`src/logic/ssc_regs.svh`:
```
// register offsets, field positions, codes and constants of the serial check and decode link
`ifndef SSC_REGS_SVH
`define SSC_REGS_SVH

// ----------------------------------------------------------------------------
// frame checks
// ----------------------------------------------------------------------------
`define SSC_CRC_PRESET    16'hffff
`define SSC_CRC_POLY      16'ha001
`define SSC_CRC_RESIDUE   16'h0000
`define SSC_LRC_RESIDUE   8'h00
`define SSC_SHIFTS_LAST   3'h7
`define SSC_STATION       8'h01
`define SSC_FN_READ       8'h03
`define SSC_FN_WRITE      8'h06
`define SSC_READ_COUNT    16'h0001
`define SSC_LEN_CHAR      4'h7
`define SSC_LEN_BIN       4'h8
`define SSC_IDX_CHECK     4'h6

// ----------------------------------------------------------------------------
// device word map
// ----------------------------------------------------------------------------
`define SSC_DRIVE_COMMAND_WORD      16'h2000
`define SSC_FREQUENCY_COMMAND       16'h2001
`define SSC_FAULT_AND_RESET_CONTROL 16'h2002
`define SSC_PARAM_LIMIT             16'h2000
`define SSC_CMD_RUN_LSB             0
`define SSC_CMD_DIR_LSB             4
`define SSC_CMD_ACC_LSB             6
`define SSC_CMD_STEP_LSB            8
`define SSC_CMD_APPLY_BIT           12
`define SSC_AUX_FAULT_BIT           0
`define SSC_AUX_RESET_BIT           1

// ----------------------------------------------------------------------------
// controller registers on the plain port, and byte fifo size
// ----------------------------------------------------------------------------
`define SSC_HOST_CTRL     4'h0
`define SSC_HOST_ADDR     4'h1
`define SSC_HOST_DATA     4'h2
`define SSC_HOST_STATUS   4'h3
`define SSC_CTRL_START    0
`define SSC_CTRL_CHAR     1
`define SSC_CTRL_READ     2
`define SSC_FIFO_WIDTH    9
`define SSC_FIFO_DEPTH    16

`endif

```
`src/logic/ssc_pkg.sv`:
```
// types and shared check-register step for the serial check and decode link
`include "ssc_regs.svh"

package ssc_pkg;

  // ----------------------------------------------------------------------------
  // state types
  // ----------------------------------------------------------------------------
  typedef enum logic [0:0] {DEV_TAKE, DEV_SHIFT} ssc_dev_state_type;
  typedef enum logic [1:0] {H_IDLE, H_SEND, H_SHIFT, H_WAIT} ssc_host_state_type;

  // one right shift of the check register, polynomial folded when a one drops out
  function automatic logic [15:0] ssc_crc_shift(input logic [15:0] c);
    logic [15:0] s;
    s = {1'b0, c[15:1]};
    if (c[0]) begin
      s = s ^ `SSC_CRC_POLY;
    end
    return s;
  endfunction

endpackage

```
`src/logic/ssc_link_if.sv`:
```
// byte link between the bus master controller and the drive slave
interface ssc_link_if;
  logic       byte_valid; // controller offers a frame byte
  logic       byte_ready; // device takes the byte
  logic [7:0] byte_data;  // frame byte
  logic       byte_last;  // byte closes the frame
  logic       char_mode;  // 1: character mode, longitudinal check
  logic       resp_valid; // device verdict pulse
  logic       resp_ok;    // frame accepted

  modport dev  (input byte_valid, byte_data, byte_last, char_mode,
                output byte_ready, resp_valid, resp_ok);
  modport host (output byte_valid, byte_data, byte_last, char_mode,
                input byte_ready, resp_valid, resp_ok);
endinterface

```
`src/logic/ssc_dev_end.sv`:
```
// drive slave end: byte fifo, frame check and command word decode
// Functional notes
// - character check negates byte sum modulo 256
// - binary check register presets to all ones
// - each byte xors into low check byte
// - shift right, fold polynomial on dropped one
// - eight shifts complete each byte
// - final register value is frame check
// - check low byte sent before high byte
// - parameter address: high group, low number
// - master reads one parameter per request
// - command bits 1:0 stop, run, jog run
// - command bits 5:4 forward, reverse, toggle
// - command bits 7:6 pick accel set
// - step speed bits; bit 12 enables them
// - aux word: fault bit 0, reset bit 1

`include "ssc_regs.svh"

// ----------------------------------------------------------------------------
// byte fifo
// ----------------------------------------------------------------------------
module ssc_fifo #(
  parameter int W = 9,
  parameter int D = 16
) (
  input  wire logic         mclk,      // system clock
  input  wire logic         rst,       // async reset, high
  input  wire logic         in_valid,  // write side offers
  output logic              in_ready,  // room left
  input  wire logic [W-1:0] in_data,   // write word
  output logic              out_valid, // word waiting
  input  wire logic         out_ready, // reader takes
  output logic      [W-1:0] out_data   // head word
);
  localparam int AW = $clog2(D);
  logic [W-1:0] mem [D];
  logic [AW-1:0] wp_r;
  logic [AW-1:0] rp_r;
  logic [AW:0]   cnt_r;
  logic          push;
  logic          pop;

  assign in_ready  = (cnt_r != (AW+1)'(D));
  assign out_valid = (cnt_r != '0);
  assign push      = in_valid && in_ready;
  assign pop       = out_valid && out_ready;
  assign out_data  = mem[rp_r];

  // storage write
  always_ff @(posedge mclk) begin
    if (push) begin
      mem[wp_r] <= in_data;
    end
  end

  // pointers and fill count
  always_ff @(posedge mclk or posedge rst) begin
    if (rst) begin
      wp_r  <= '0;
      rp_r  <= '0;
      cnt_r <= '0;
    end else begin
      if (push) wp_r <= wp_r + AW'(1);
      if (pop)  rp_r <= rp_r + AW'(1);
      if (push && !pop) cnt_r <= cnt_r + (AW+1)'(1);
      else if (pop && !push) cnt_r <= cnt_r - (AW+1)'(1);
    end
  end
endmodule

// ----------------------------------------------------------------------------
// slave end
// ----------------------------------------------------------------------------
module ssc_dev_end (
  input  wire logic   mclk,                        // 20 MHz system clock
  input  wire logic   rst,                         // async reset, high
  ssc_link_if.dev     lnk,                         // link to controller
  output logic        drive_run,                   // run level
  output logic        jog_run,                     // jog level
  output logic        stop_req,                    // stop pulse
  output logic        forward_rotation,            // forward selected
  output logic        backward_rotation,           // reverse selected
  output logic [1:0]  accel_set,                   // accel/decel set 0..3
  output logic [3:0]  step_speed,                  // step speed 0..15
  output logic        step_apply,                  // comm speed/accel in use
  output logic [15:0] freq_cmd,                    // frequency command
  output logic        outside_fault_flag,          // external fault
  output logic        fault_reset,                 // fault reset pulse
  output logic [15:0] group_number_param_address,  // last parameter address
  output logic [7:0]  param_group,                 // parameter group
  output logic [7:0]  param_number,                // parameter number
  output logic [15:0] param_data,                  // parameter write data
  output logic        param_wr,                    // parameter write pulse
  output logic        param_rd                     // parameter read pulse
);
  ssc_pkg::ssc_dev_state_type state_r;
  logic [8:0]  f_data;
  logic        f_valid;
  logic        f_ready;
  logic        take;
  logic [15:0] crc_r;
  logic [15:0] crc_nxt;
  logic [7:0]  lrc_r;
  logic [2:0]  bit_r;
  logic [3:0]  idx_r;
  logic        last_r;
  logic        char_r;
  logic [7:0]  stn_r;
  logic [7:0]  fn_r;
  logic [15:0] reg_r;
  logic [15:0] dat_r;
  logic        fin;
  logic        chk_ok;
  logic        fn_ok;
  logic        good;
  logic        wr_ok;
  logic        resp_v_r;
  logic        resp_ok_r;

  ssc_fifo #(.W(`SSC_FIFO_WIDTH), .D(`SSC_FIFO_DEPTH)) u_ssc_fifo (
    .mclk      (mclk),
    .rst       (rst),
    .in_valid  (lnk.byte_valid),
    .in_ready  (lnk.byte_ready),
    .in_data   ({lnk.byte_last, lnk.byte_data}),
    .out_valid (f_valid),
    .out_ready (f_ready),
    .out_data  (f_data)
  );

  // drain one byte, then spend eight cycles shifting it
  assign f_ready = (state_r == ssc_pkg::DEV_TAKE);
  assign take    = f_valid && f_ready;
  assign crc_nxt = ssc_pkg::ssc_crc_shift(crc_r);

  // frame verdict; both checks include the sent check bytes, so they leave a zero residue
  assign fin    = (state_r == ssc_pkg::DEV_SHIFT) && (bit_r == `SSC_SHIFTS_LAST) && last_r;
  assign chk_ok = char_r ? (lrc_r == `SSC_LRC_RESIDUE)
                         : (crc_nxt == `SSC_CRC_RESIDUE);
  assign fn_ok  = (fn_r == `SSC_FN_WRITE) ||
                  ((fn_r == `SSC_FN_READ) && (dat_r == `SSC_READ_COUNT));
  assign good   = fin && chk_ok && fn_ok && (stn_r == `SSC_STATION) &&
                  (idx_r == (char_r ? `SSC_LEN_CHAR : `SSC_LEN_BIN));
  assign wr_ok  = good && (fn_r == `SSC_FN_WRITE);

  // sequencer
  always_ff @(posedge mclk or posedge rst) begin
    if (rst) begin
      state_r <= ssc_pkg::DEV_TAKE;
      bit_r   <= 3'h0;
    end else begin
      unique case (state_r)
        ssc_pkg::DEV_TAKE: begin
          bit_r <= 3'h0;
          if (take) state_r <= ssc_pkg::DEV_SHIFT;
        end
        ssc_pkg::DEV_SHIFT: begin
          bit_r <= bit_r + 3'h1;
          if (bit_r == `SSC_SHIFTS_LAST) state_r <= ssc_pkg::DEV_TAKE;
        end
      endcase
    end
  end

  // check registers
  always_ff @(posedge mclk or posedge rst) begin
    if (rst) begin
      crc_r <= `SSC_CRC_PRESET;
      lrc_r <= 8'h00;
    end else if (take) begin
      crc_r <= (idx_r == 4'h0 ? `SSC_CRC_PRESET : crc_r)
               ^ {8'h00, f_data[7:0]};
      lrc_r <= (idx_r == 4'h0 ? 8'h00 : lrc_r) + f_data[7:0];
    end else if (state_r == ssc_pkg::DEV_SHIFT) begin
      crc_r <= crc_nxt;
    end
  end

  // frame fields by byte position
  always_ff @(posedge mclk or posedge rst) begin
    if (rst) begin
      idx_r  <= 4'h0;
      last_r <= 1'b0;
      char_r <= 1'b0;
      stn_r  <= 8'h00;
      fn_r   <= 8'h00;
      reg_r  <= 16'h0000;
      dat_r  <= 16'h0000;
    end else if (take) begin
      last_r <= f_data[8];
      idx_r  <= (idx_r == 4'hf) ? idx_r : idx_r + 4'h1;
      if (idx_r == 4'h0) char_r <= lnk.char_mode;
      unique case (idx_r)
        4'h0: stn_r        <= f_data[7:0];
        4'h1: fn_r         <= f_data[7:0];
        4'h2: reg_r[15:8]  <= f_data[7:0];
        4'h3: reg_r[7:0]   <= f_data[7:0];
        4'h4: dat_r[15:8]  <= f_data[7:0];
        4'h5: dat_r[7:0]   <= f_data[7:0];
        default: ;
      endcase
    end else if (fin) begin
      idx_r <= 4'h0;
    end
  end

  // verdict back to controller
  always_ff @(posedge mclk or posedge rst) begin
    if (rst) begin
      resp_v_r  <= 1'b0;
      resp_ok_r <= 1'b0;
    end else begin
      resp_v_r  <= fin;
      resp_ok_r <= good;
    end
  end
  assign lnk.resp_valid = resp_v_r;
  assign lnk.resp_ok    = resp_ok_r;

  // command word decode
  always_ff @(posedge mclk or posedge rst) begin
    if (rst) begin
      drive_run        <= 1'b0;
      jog_run          <= 1'b0;
      stop_req         <= 1'b0;
      forward_rotation <= 1'b1;
      accel_set        <= 2'h0;
      step_speed       <= 4'h0;
      step_apply       <= 1'b0;
    end else begin
      stop_req <= 1'b0;
      if (wr_ok && reg_r == `SSC_DRIVE_COMMAND_WORD) begin
        unique case (dat_r[`SSC_CMD_RUN_LSB +: 2])
          2'h1: begin
            drive_run <= 1'b0;
            jog_run   <= 1'b0;
            stop_req  <= 1'b1;
          end
          2'h2: begin
            drive_run <= 1'b1;
            jog_run   <= 1'b0;
          end
          2'h3: begin
            drive_run <= 1'b1;
            jog_run   <= 1'b1;
          end
          default: ;
        endcase
        unique case (dat_r[`SSC_CMD_DIR_LSB +: 2])
          2'h1: forward_rotation <= 1'b1;
          2'h2: forward_rotation <= 1'b0;
          2'h3: forward_rotation <= !forward_rotation;
          default: ;
        endcase
        step_apply <= dat_r[`SSC_CMD_APPLY_BIT];
        if (dat_r[`SSC_CMD_APPLY_BIT]) begin
          accel_set  <= dat_r[`SSC_CMD_ACC_LSB +: 2];
          step_speed <= dat_r[`SSC_CMD_STEP_LSB +: 4];
        end
        // bits 3:2 and 15:13 are never looked at
      end
    end
  end
  assign backward_rotation = !forward_rotation;

  // frequency and auxiliary words
  always_ff @(posedge mclk or posedge rst) begin
    if (rst) begin
      freq_cmd           <= 16'h0000;
      outside_fault_flag <= 1'b0;
      fault_reset        <= 1'b0;
    end else begin
      fault_reset <= 1'b0;
      if (wr_ok && reg_r == `SSC_FREQUENCY_COMMAND) freq_cmd <= dat_r;
      if (wr_ok && reg_r == `SSC_FAULT_AND_RESET_CONTROL) begin
        outside_fault_flag <= dat_r[`SSC_AUX_FAULT_BIT];
        fault_reset        <= dat_r[`SSC_AUX_RESET_BIT];
        if (dat_r[`SSC_AUX_RESET_BIT]) outside_fault_flag <= 1'b0;
      end
    end
  end

  // parameter access by group and number
  always_ff @(posedge mclk or posedge rst) begin
    if (rst) begin
      group_number_param_address <= 16'h0000;
      param_group                <= 8'h00;
      param_number               <= 8'h00;
      param_data                 <= 16'h0000;
      param_wr                   <= 1'b0;
      param_rd                   <= 1'b0;
    end else begin
      param_wr <= 1'b0;
      param_rd <= 1'b0;
      if (good && reg_r < `SSC_PARAM_LIMIT) begin
        group_number_param_address <= reg_r;
        param_group                <= reg_r[15:8];
        param_number               <= reg_r[7:0];
        param_wr                   <= (fn_r == `SSC_FN_WRITE);
        param_rd                   <= (fn_r == `SSC_FN_READ);
        if (fn_r == `SSC_FN_WRITE) param_data <= dat_r;
      end
    end
  end
endmodule

```
`src/flat_wrapper.sv`:
```
// flat-port wrapper written by rule: the top's interface ports become plain ports
module ssc_dev_end_flat 
  (mclk, rst, drive_run, jog_run, stop_req, forward_rotation, backward_rotation, accel_set, step_speed, step_apply, freq_cmd, outside_fault_flag, fault_reset, group_number_param_address, param_group, param_number, param_data, param_wr, param_rd, lnk_byte_valid, lnk_byte_data, lnk_byte_last, lnk_char_mode, lnk_byte_ready, lnk_resp_valid, lnk_resp_ok);
  ssc_link_if lnk_i ();
  input  wire logic mclk;
  input  wire logic rst;
  output logic drive_run;
  output logic jog_run;
  output logic stop_req;
  output logic forward_rotation;
  output logic backward_rotation;
  output logic [1:0] accel_set;
  output logic [3:0] step_speed;
  output logic step_apply;
  output logic [15:0] freq_cmd;
  output logic outside_fault_flag;
  output logic fault_reset;
  output logic [15:0] group_number_param_address;
  output logic [7:0] param_group;
  output logic [7:0] param_number;
  output logic [15:0] param_data;
  output logic param_wr;
  output logic param_rd;
  input wire logic [$bits(lnk_i.byte_valid)-1:0] lnk_byte_valid;
  input wire logic [$bits(lnk_i.byte_data)-1:0] lnk_byte_data;
  input wire logic [$bits(lnk_i.byte_last)-1:0] lnk_byte_last;
  input wire logic [$bits(lnk_i.char_mode)-1:0] lnk_char_mode;
  output wire logic [$bits(lnk_i.byte_ready)-1:0] lnk_byte_ready;
  output wire logic [$bits(lnk_i.resp_valid)-1:0] lnk_resp_valid;
  output wire logic [$bits(lnk_i.resp_ok)-1:0] lnk_resp_ok;
  assign lnk_i.byte_valid = lnk_byte_valid;
  assign lnk_i.byte_data = lnk_byte_data;
  assign lnk_i.byte_last = lnk_byte_last;
  assign lnk_i.char_mode = lnk_char_mode;
  assign lnk_byte_ready = lnk_i.byte_ready;
  assign lnk_resp_valid = lnk_i.resp_valid;
  assign lnk_resp_ok = lnk_i.resp_ok;
  ssc_dev_end u_core (.mclk(mclk), .rst(rst), .lnk(lnk_i), .drive_run(drive_run), .jog_run(jog_run), .stop_req(stop_req), .forward_rotation(forward_rotation), .backward_rotation(backward_rotation), .accel_set(accel_set), .step_speed(step_speed), .step_apply(step_apply), .freq_cmd(freq_cmd), .outside_fault_flag(outside_fault_flag), .fault_reset(fault_reset), .group_number_param_address(group_number_param_address), .param_group(param_group), .param_number(param_number), .param_data(param_data), .param_wr(param_wr), .param_rd(param_rd));
endmodule
```
`config.mk`:
```
export PLATFORM = sky130hd
export DESIGN_NAME = ssc_dev_end_flat
export DESIGN_NICKNAME = d
export VERILOG_FILES = /design/src/logic/ssc_pkg.sv /design/src/logic/ssc_link_if.sv /design/src/logic/ssc_dev_end.sv /design/src/flat_wrapper.sv
export VERILOG_INCLUDE_DIRS = /design/src /design/src/logic
export SDC_FILE = /design/constraint.sdc
export NUM_CORES = 1
export LEC_CHECK = 0
export BUFFER_PORTS_ARGS = -buffer_cell sky130_fd_sc_hd__buf_2
export CAP_MARGIN = 5
export CORE_ASPECT_RATIO = 0.9
export CORE_MARGIN = 2
export CORE_UTILIZATION = 60
export DETAILED_ROUTE_END_ITERATION = 12
export PLACE_DENSITY_LB_ADDON = 0.2
export SKIP_LAST_GASP = 1
export SYNTH_ARGS = -nofsm -noshare
export SYNTH_HDL_FRONTEND = slang
export SYNTH_SLANG_ARGS = --single-unit
export TNS_END_PERCENT = 10
```
`constraint.sdc`:
```
create_clock -name mclk -period 7 [get_ports mclk]
set_clock_uncertainty 0.15 [all_clocks]
set_input_delay 2.1 -clock mclk [delete_from_list [all_inputs] [get_ports mclk]]
set_output_delay 2.1 -clock mclk [all_outputs]
set_load 0.005 [all_outputs]
```
==> summary.txt, run 1 <==
Worst hold path
  • Min-delay worst type: register to register
  • WHS Path Cells: 1
  • Hold path startpoint: u_core.bit_r[0]$_DFF_PP0_
  • Hold EP: u_core.bit_r[0]$_DFF_PP0_

Drt
  • DR vias/cell: 6.06
  • DR DRC count: 0
  • Mean routed wirelength per cell: 21.7 um
  • Final ANT Viol Nets: 0
  • Final WL: 26.9 mm
  • Detailed Routing Iterations Pass 1: 5
  • Routed vias: 7508
  • Initial detailed-routing violation count: 579

Flow run
  • Max-cap violations: 0

Power
  • Net switching power: 2.12 mW
  • LEAKAGE: around 6.3 nW
  • Gate power share: between 30% and 40%
  • Clk network pwr share: between 20% and 30%
  • P per Cell Area: 418 nW/um2
  • Sequential cell fraction of total power: about two fifths
  • Worst IR Drop VDD: 0.256 mV
  • Sw frac: 34.5%
  • Int Pwr: 4.02 mW

Setup path
  • Setup slack, reg-to-reg: between 2 and 3 ns
  • Worst reg-to-reg path cell count: 11
  • Reg-to-reg startpoint: u_core.u_ssc_fifo.rp_r[0]$_DFFE_PP0N_
  • Worst Path Arrival: 1.89 ns
  • WS Path Type: register to output port
  • R2r endpoint: u_core.lrc_r[6]$_DFFE_PP0N_
  • Crit path launch type: register
  • CP Capture Type: output port
  • Max Fanout on Critical Path: 4
  • Critical Path RT: 4.75 ns

Synth
  • Synthesized area per cell: 15.6 um2
  • Number of synthesized register bits: 304
  • Top-area cell type share of the netlist area: between 30% and 40%
  • Syn nets: 879
  • Seq/Total Area, Yosys: 63.6%
  • Synthesized cell area: 13100 um2
  • Top cells by count, synth: edfxtp_1, dfrtp_1, mux2_2
  • Ys Warns: 0
  • Post-synth EDFFs: 144
  • Post-synth ARST share: 52.6%
  • Unique masters post-synth: 67
  • Area leader, netlist: edfxtp_1
  • Synth Flop Type: edfxtp_1
  • Most common cell in the netlist: edfxtp_1
  • Synth area leaders: edfxtp_1, dfrtp_1, mux2_2
  • Post-Syn Instances: 842

CTS
  • Maximum root-to-sink buffer count: 3
  • Cts hold-fix bufs: 0
  • Clk_lat worst skew: 0.55 ns
  • Root Driver: clkbuf_16
  • Post-CTS Resized: 0
  • H-tree depth: 1
  • Reg clk slew, reported paths: 0.06 ns
  • Setup bufs post-CTS: 0
  • CTS Buf Count: 30
  • TritonCTS clock tree: built
  • Sink Count: 304

Global route
  • Largest net degree at the start of global routing: 81
  • Total grt overflow: 0
  • Vias in the first global route: about 7400
  • Gr usage total: 24.0%
  • First-pass GRT wire length: 42.6 mm
  • Initial antenna violation count: 0

Timing
  • Part of the cycle the worst path needs: 59.1%
  • Final slew viol count: 0
  • Max Fclk: 242 MHz
  • Slew headroom: 15.7%
  • Min Tclk post-route: between 4 and 5 ns
  • Setup TNS: 0 ns
  • RSZ-0062 raised after global routing: false
  • Tightest Pin Transition: 1.26 ns
  • Hold Fails Final Rpt: 0
  • Final setup vio count: 0

Die
  • Die X: 160 um
  • Core area: 21600 um2
  • IO Pins: between 90 and 100
  • DIE AREA: 23100 um2
  • Die Ht: around 140 um
  • Row count: 51
  • Starting Density: about 61%

Cells and area
  • Layout area overhead: 12.0%
  • Number of diodes: 0
  • Share of cells above drive strength 1: between 30% and 40%
  • Final nets: 961
  • Cell area after layout: ~15000 um2
  • Fillers: 1457

Place
  • Placed inst area: 13700 um2
  • Final GP Congestion: roughly 0.80
  • Port bufs: between 90 and 100
  • DP HPWL: between 15 and 20 mm

Outcome
  • Status: finished clean
## worst max-delay path, cell delays in order, from the launching register on
cell     delay, ns
dfrtp_1       0.43
nor4_2        0.62
nand2_1       0.14
buf_2         0.15
## metrics by stage
stage / power [mW] / setup WS, ns / hold slack, ns / std cells / util, %
2_1_floorplan: 4.01 / 0.458 / 0.253 / 842 / -
3_3_place_gp: 4.48 / 2.69 / 0.269 / 1182 / 63.6
3_5_place_dp: 4.60 / 2.56 / 0.284 / 1182 / 63.6
4_1_cts: 6.18 / 2.83 / 0.293 / 1238 / 68.1
5_1_grt: 6.50 / 2.61 / 0.306 / 1239 / 68.1
6_report: 6.15 / 2.86 / 0.293 / 1239 / 68.1
## logic make-up (layout without fill, tap and decap cells)
logic type,count (synthesis),count (layout),synth area share [%]
flip-flops,304,304,63.6
multiplexers,156,156,17.2
XOR/XNOR,18,18,1.20
adder cells (fa/ha/maj),24,24,2.40
AND/OR/NAND/NOR,185,185,7.71
buffers and inverters,70,176,2.84
AO/OA/AOI/OAI,85,85,5.03
## registers in the layout, summed over array words and instances, names as in the netlist, 2 cells and up
signal,flops
u_core.param_number,7
u_core.freq_cmd,16
u_core.step_speed,4
u_core.param_group,8
u_core.idx_r,4
u_core.stn_r,8
u_core.crc_r,16
u_core.param_data,16
u_core.reg_r,16
u_core.fn_r,8
u_core.u_ssc_fifo.wp_r,4
u_core.u_ssc_fifo.cnt_r,5
u_core.dat_r,16
u_core.accel_set,2
u_core.u_ssc_fifo.mem,144
u_core.u_ssc_fifo.rp_r,4
u_core.bit_r,3
u_core.lrc_r,8
## worst max-delay path by stage
| stage | endpoint | depth (start not counted) | startpoint | slack [ns] |
|---|---|---|---|---|
| 6_report | lnk_byte_ready | 3 | u_core.u_ssc_fifo.cnt_r[1]$_DFFE_PP0P_ | 2.86 |
| 5_1_grt | u_core.lrc_r[6]$_DFFE_PP0N_ | 11 | u_core.u_ssc_fifo.rp_r[0]$_DFFE_PP0N_ | 2.61 |
| 4_1_cts | lnk_byte_ready | 3 | u_core.u_ssc_fifo.cnt_r[1]$_DFFE_PP0P_ | 2.83 |
| 3_5_place_dp | u_core.u_ssc_fifo.cnt_r[4]$_DFFE_PP0P_ | 10 | lnk_byte_valid | 2.56 |
| 3_3_place_gp | u_core.u_ssc_fifo.cnt_r[4]$_DFFE_PP0P_ | 10 | lnk_byte_valid | 2.69 |
| 2_1_floorplan | u_core.accel_set[0]$_DFFE_PP0P_ | 1 | rst | 0.46 |
## cells in the final DEF, fill, tap and decap left out, types with 12 or more instances in the layout
master / count
inv_1: 17
buf_2: 95
dfrtp_1: 141
and2_1: 14
nor4_1: 12
ha_1: 22
nand2_1: 63
dfstp_2: 17
mux2_2: 77
clkbuf_16: 31
mux2i_1: 15
xnor2_1: 13
a21oi_1: 14
mux2_4: 27
a22oi_1: 16
o21ai_0: 12
mux4_2: 37
edfxtp_1: 144
nor2_1: 39
## per-layer routing
metal / up-vias / part of all wire [%] / track usage [%]
li1: 3310 / - / -
met1: 3862 / 41 / 32.6
met2: 277 / 49 / 40.4
met3: 59 / 6.2 / 3.58
met4: 0 / 3.3 / 8.30
met5: - / 0 / 0
## power by group through the flow
stage	Clock (mW)	Combinational, mW	Sequential [mW]
2_1_floorplan	0	1.57	2.44
3_3_place_gp	0	1.90	2.58
3_5_place_dp	0	1.99	2.61
4_1_cts	1.60	2.00	2.58
5_1_grt	1.68	2.20	2.63
6_report	1.57	1.99	2.58
## area by class of cell
cell class / instances / area [um2] / area share (%)
Multi-Input combinational cell: 468 / 4400 / 30.0
Inverter: 19 / 76.3 / 0.519
Clock buffer: 41 / 853 / 5.81
Clock inverter: 15 / 125 / 0.852
Timing Repair Buffer: 101 / 520 / 3.54
Tap cell: 291 / 364 / 2.48
Sequential cell: 304 / 8350 / 56.8
No activity file was read; power rests on OpenSTA's default activity.
==> inputs of run 2 (changes only) <==
==> constraint.sdc (replaced) <==
create_clock -name mclk -period 3.97 [get_ports mclk]
set_clock_uncertainty 0.15 [all_clocks]
set_input_delay 1.191 -clock mclk [delete_from_list [all_inputs] [get_ports mclk]]
set_output_delay 1.191 -clock mclk [all_outputs]
set_load 0.005 [all_outputs]
==> run 2 against run 1 <==
Net effect:
- utilization up 1.0 points
- die area unchanged
- worst setup slack worse by 2.5 ns
- critical endpoint is now u_core.lrc_r[6]$_DFFE_PP0N_
- largest cell class unchanged
- largest power group unchanged
==> summary.txt, run 2 (synthesis results as in run 1) <==
Outcome
  • Status: finished clean

CTS
  • Post-CTS Resized: 0 (unchanged)
  • Setup bufs post-CTS: 0 (unchanged)
  • CTS Buf Count: 31 (+3.3%)
  • H-tree depth: 1 (unchanged)
  • Reg clk slew, reported paths: 0.06 ns (about the same)
  • Clk_lat worst skew: 0.55 ns (about the same)
  • Root Driver: clkbuf_16
  • Sink Count: 304 (unchanged)
  • TritonCTS clock tree: built
  • Maximum root-to-sink buffer count: 3 (unchanged)
  • Cts hold-fix bufs: 0 (unchanged)

Drt
  • Final ANT Viol Nets: 0 (unchanged)
  • Initial detailed-routing violation count: 601 (+3.8%)
  • Final WL: 27.0 mm (+0.61%)
  • Routed vias: 7435 (-0.97%)
  • DR DRC count: 0 (unchanged)
  • DR vias/cell: 5.86 (-3.3%)
  • Detailed Routing Iterations Pass 1: 5 (unchanged)
  • Mean routed wirelength per cell: 21.3 um (-1.8%)

Timing
  • Hold Fails Final Rpt: 0 (unchanged)
  • Max Fclk: 281 MHz
  • Setup TNS: 0 ns (unchanged)
  • Tightest Pin Transition: 0.887 ns (-0.369 ns)
  • Final setup vio count: 0 (unchanged)
  • Setup ws final: 0.406 ns (-2.46 ns)
  • Part of the cycle the worst path needs: approximately nine tenths
  • RSZ-0062 raised after global routing: false
  • Final slew viol count: 0 (unchanged)
  • Min Tclk post-route: 3.56 ns
  • Slew headroom: 40.7% (+25 points)

Setup path
  • Max Fanout on Critical Path: 16 (+12)
  • CP Capture Type: register
  • Worst reg-to-reg path cell count: 10 (-1)
  • Slowest cell on crit path: dfrtp_2
  • Critical path, cell by cell: buf_4 > mux4_2 > a22oi_1 > nand2_1 > ha_1 > a21o_1 > a21oi_1 > o21bai_1 > a21o_1 > a221o_1
  • Worst setup endpoint: u_core.lrc_r[6]$_DFFE_PP0N_
  • Critical Path RT: 4.24 ns (-0.51 ns)
  • Reg-to-reg startpoint: u_core.u_ssc_fifo.rp_r[0]$_DFFE_PP0N_
  • WS Path Type: register to register
  • Worst Path Arrival: 3.83 ns (+1.94 ns)
  • Crit path launch type: register
  • Setup slack, reg-to-reg: 0.41 ns (-2.52 ns)
  • Worst Setup SP: u_core.u_ssc_fifo.rp_r[0]$_DFFE_PP0N_
  • R2r endpoint: u_core.lrc_r[6]$_DFFE_PP0N_
  • Most frequent CP cell: a21o_1
  • CP max stage delay: 0.60 ns (-0.02 ns)

Die
  • Starting Density: 60.8% (unchanged)
  • Core area: 21600 um2 (unchanged)
  • Row count: 51 (unchanged)
  • Die Ht: 144 um (unchanged)
  • IO Pins: 96 (unchanged)
  • DIE AREA: 23100 um2 (unchanged)
  • Die X: 160 um (unchanged)

Global route
  • Total grt overflow: 0 (unchanged)
  • Largest net degree at the start of global routing: 73 (-9.9%)
  • Gr usage total: 23.8% (-0.13 points)
  • First-pass GRT wire length: 42.3 mm (-0.75%)
  • Vias in the first global route: 7527 (+1.2%)
  • Initial antenna violation count: 1 (+1)

Power
  • Worst IR Drop VDD: 0.489 mV (+91%)
  • Int Pwr: 7.22 mW (+79%)
  • Net switching power: 3.72 mW (+75%)
  • Clk network pwr share: 24.9% (-0.7 points)
  • Gate power share: 33.7% (+1.3 points)
  • Sw frac: 34.0% (-0.53 points)
  • Sequential cell fraction of total power: 41.4% (-0.6 points)
  • P per Cell Area: 734 nW/um2 (+75%)
  • LEAKAGE: 6.48 nW (+2.2%)
  • Post-layout power: 10.9 mW (+78%)

Cells and area
  • Final nets: 992 (+3.2%)
  • Post-Route Utilization: 69.1% (+1.0 points)
  • Commonest non-fill, non-tap cell in the layout: edfxtp_1
  • Register Area: 8350 um2 (about the same)
  • Share of cells above drive strength 1: 36.3% (+1.5 points)
  • Multi-input gate area: 4400 um2 (unchanged)
  • Layout area overhead: 13.6%
  • Number of diodes: 0 (unchanged)
  • Max reg flops: 144 (unchanged)
  • Most frequent cells in the layout: edfxtp_1, dfrtp_1, buf_2
  • Fillers: 1443 (-0.96%)
  • Top reg by flops: u_core.u_ssc_fifo.mem

Flow run
  • Max-cap violations: 0 (unchanged)

Place
  • DP Worst Slack: 0.436 ns (-2.12 ns)
  • DP HPWL: 17.9 mm (+1.5%)
  • Port bufs: 95 (unchanged)
  • Final GP Congestion: 0.806 (+0.90%)

Worst hold path
  • Min-delay worst type: register to register
==> run 2: per-layer routing <==
| layer | vias to the layer above | track usage (%) | wire length [um] |
|---|---|---|---|
| met2 | 225 | 41.8 | 13600 |
| li1 | 3383 | - | - |
| met5 | - | 0 | 13 |
| met4 | 2 | 6.40 | 561 |
| met1 | 3782 | 32.1 | 11600 |
| met3 | 43 | 2.93 | 1260 |
==> run 2: how the worst min path moves through the flow <==
stage | from | to | slack, ns | cells past startpoint
after floorplan | u_core.bit_r[0]$_DFF_PP0_ | u_core.bit_r[0]$_DFF_PP0_ | 0.25 | 1
after global placement | u_core.bit_r[0]$_DFF_PP0_ | u_core.bit_r[0]$_DFF_PP0_ | 0.27 | 1
after detailed placement | u_core.bit_r[0]$_DFF_PP0_ | u_core.bit_r[0]$_DFF_PP0_ | 0.30 | 1
after CTS | u_core.bit_r[0]$_DFF_PP0_ | u_core.bit_r[0]$_DFF_PP0_ | 0.31 | 1
after global routing | u_core.bit_r[0]$_DFF_PP0_ | u_core.bit_r[0]$_DFF_PP0_ | 0.32 | 1
final | u_core.bit_r[0]$_DFF_PP0_ | u_core.bit_r[0]$_DFF_PP0_ | 0.30 | 1
==> run 2: metrics by stage <==
| stage | instances | hold WS, ns | area (um2) |
|---|---|---|---|
| finish | 1269 | 0.304 | 14900 |
| floorplan | 842 | 0.253 | 13100 |
| global placement | 1213 | 0.269 | 13900 |
| global route | 1269 | 0.319 | 14900 |
| detailed placement | 1213 | 0.295 | 13900 |
| CTS | 1269 | 0.308 | 14900 |
==> run 2: worst max-delay path, delay by kind of cell (launching register included) <==
| family | cells | cell delay (ns) |
|---|---|---|
| flip-flops | 1 | 0.60 |
| buffers and inverters | 1 | 0.39 |
| AND/OR/NAND/NOR | 1 | 0.14 |
| AO/OA/AOI/OAI | 6 | 1.25 |
| multiplexers | 1 | 0.55 |
| adder cells (fa/ha/maj) | 1 | 0.35 |
==> run 2: cell type report <==
| class | count | area share [%] |
|---|---|---|
| Sequential cell | 304 | 56.0 |
| Multi-Input combinational cell | 468 | 29.5 |
| Clock buffer | 46 | 5.98 |
| Timing Repair Buffer | 131 | 5.08 |
| Tap cell | 291 | 2.44 |
| Inverter | 19 | 0.503 |
| Clock inverter | 10 | 0.470 |
==> run 2: power groups by stage <==
stage | Clock, mW | Sequential (mW) | Combinational [mW]
finish | 2.73 | 4.53 | 3.68
global route | 2.90 | 4.60 | 4.05
CTS | 2.76 | 4.52 | 3.72
detailed placement | 0 | 4.58 | 3.71
global placement | 0 | 4.52 | 3.55
floorplan | 0 | 4.31 | 2.77
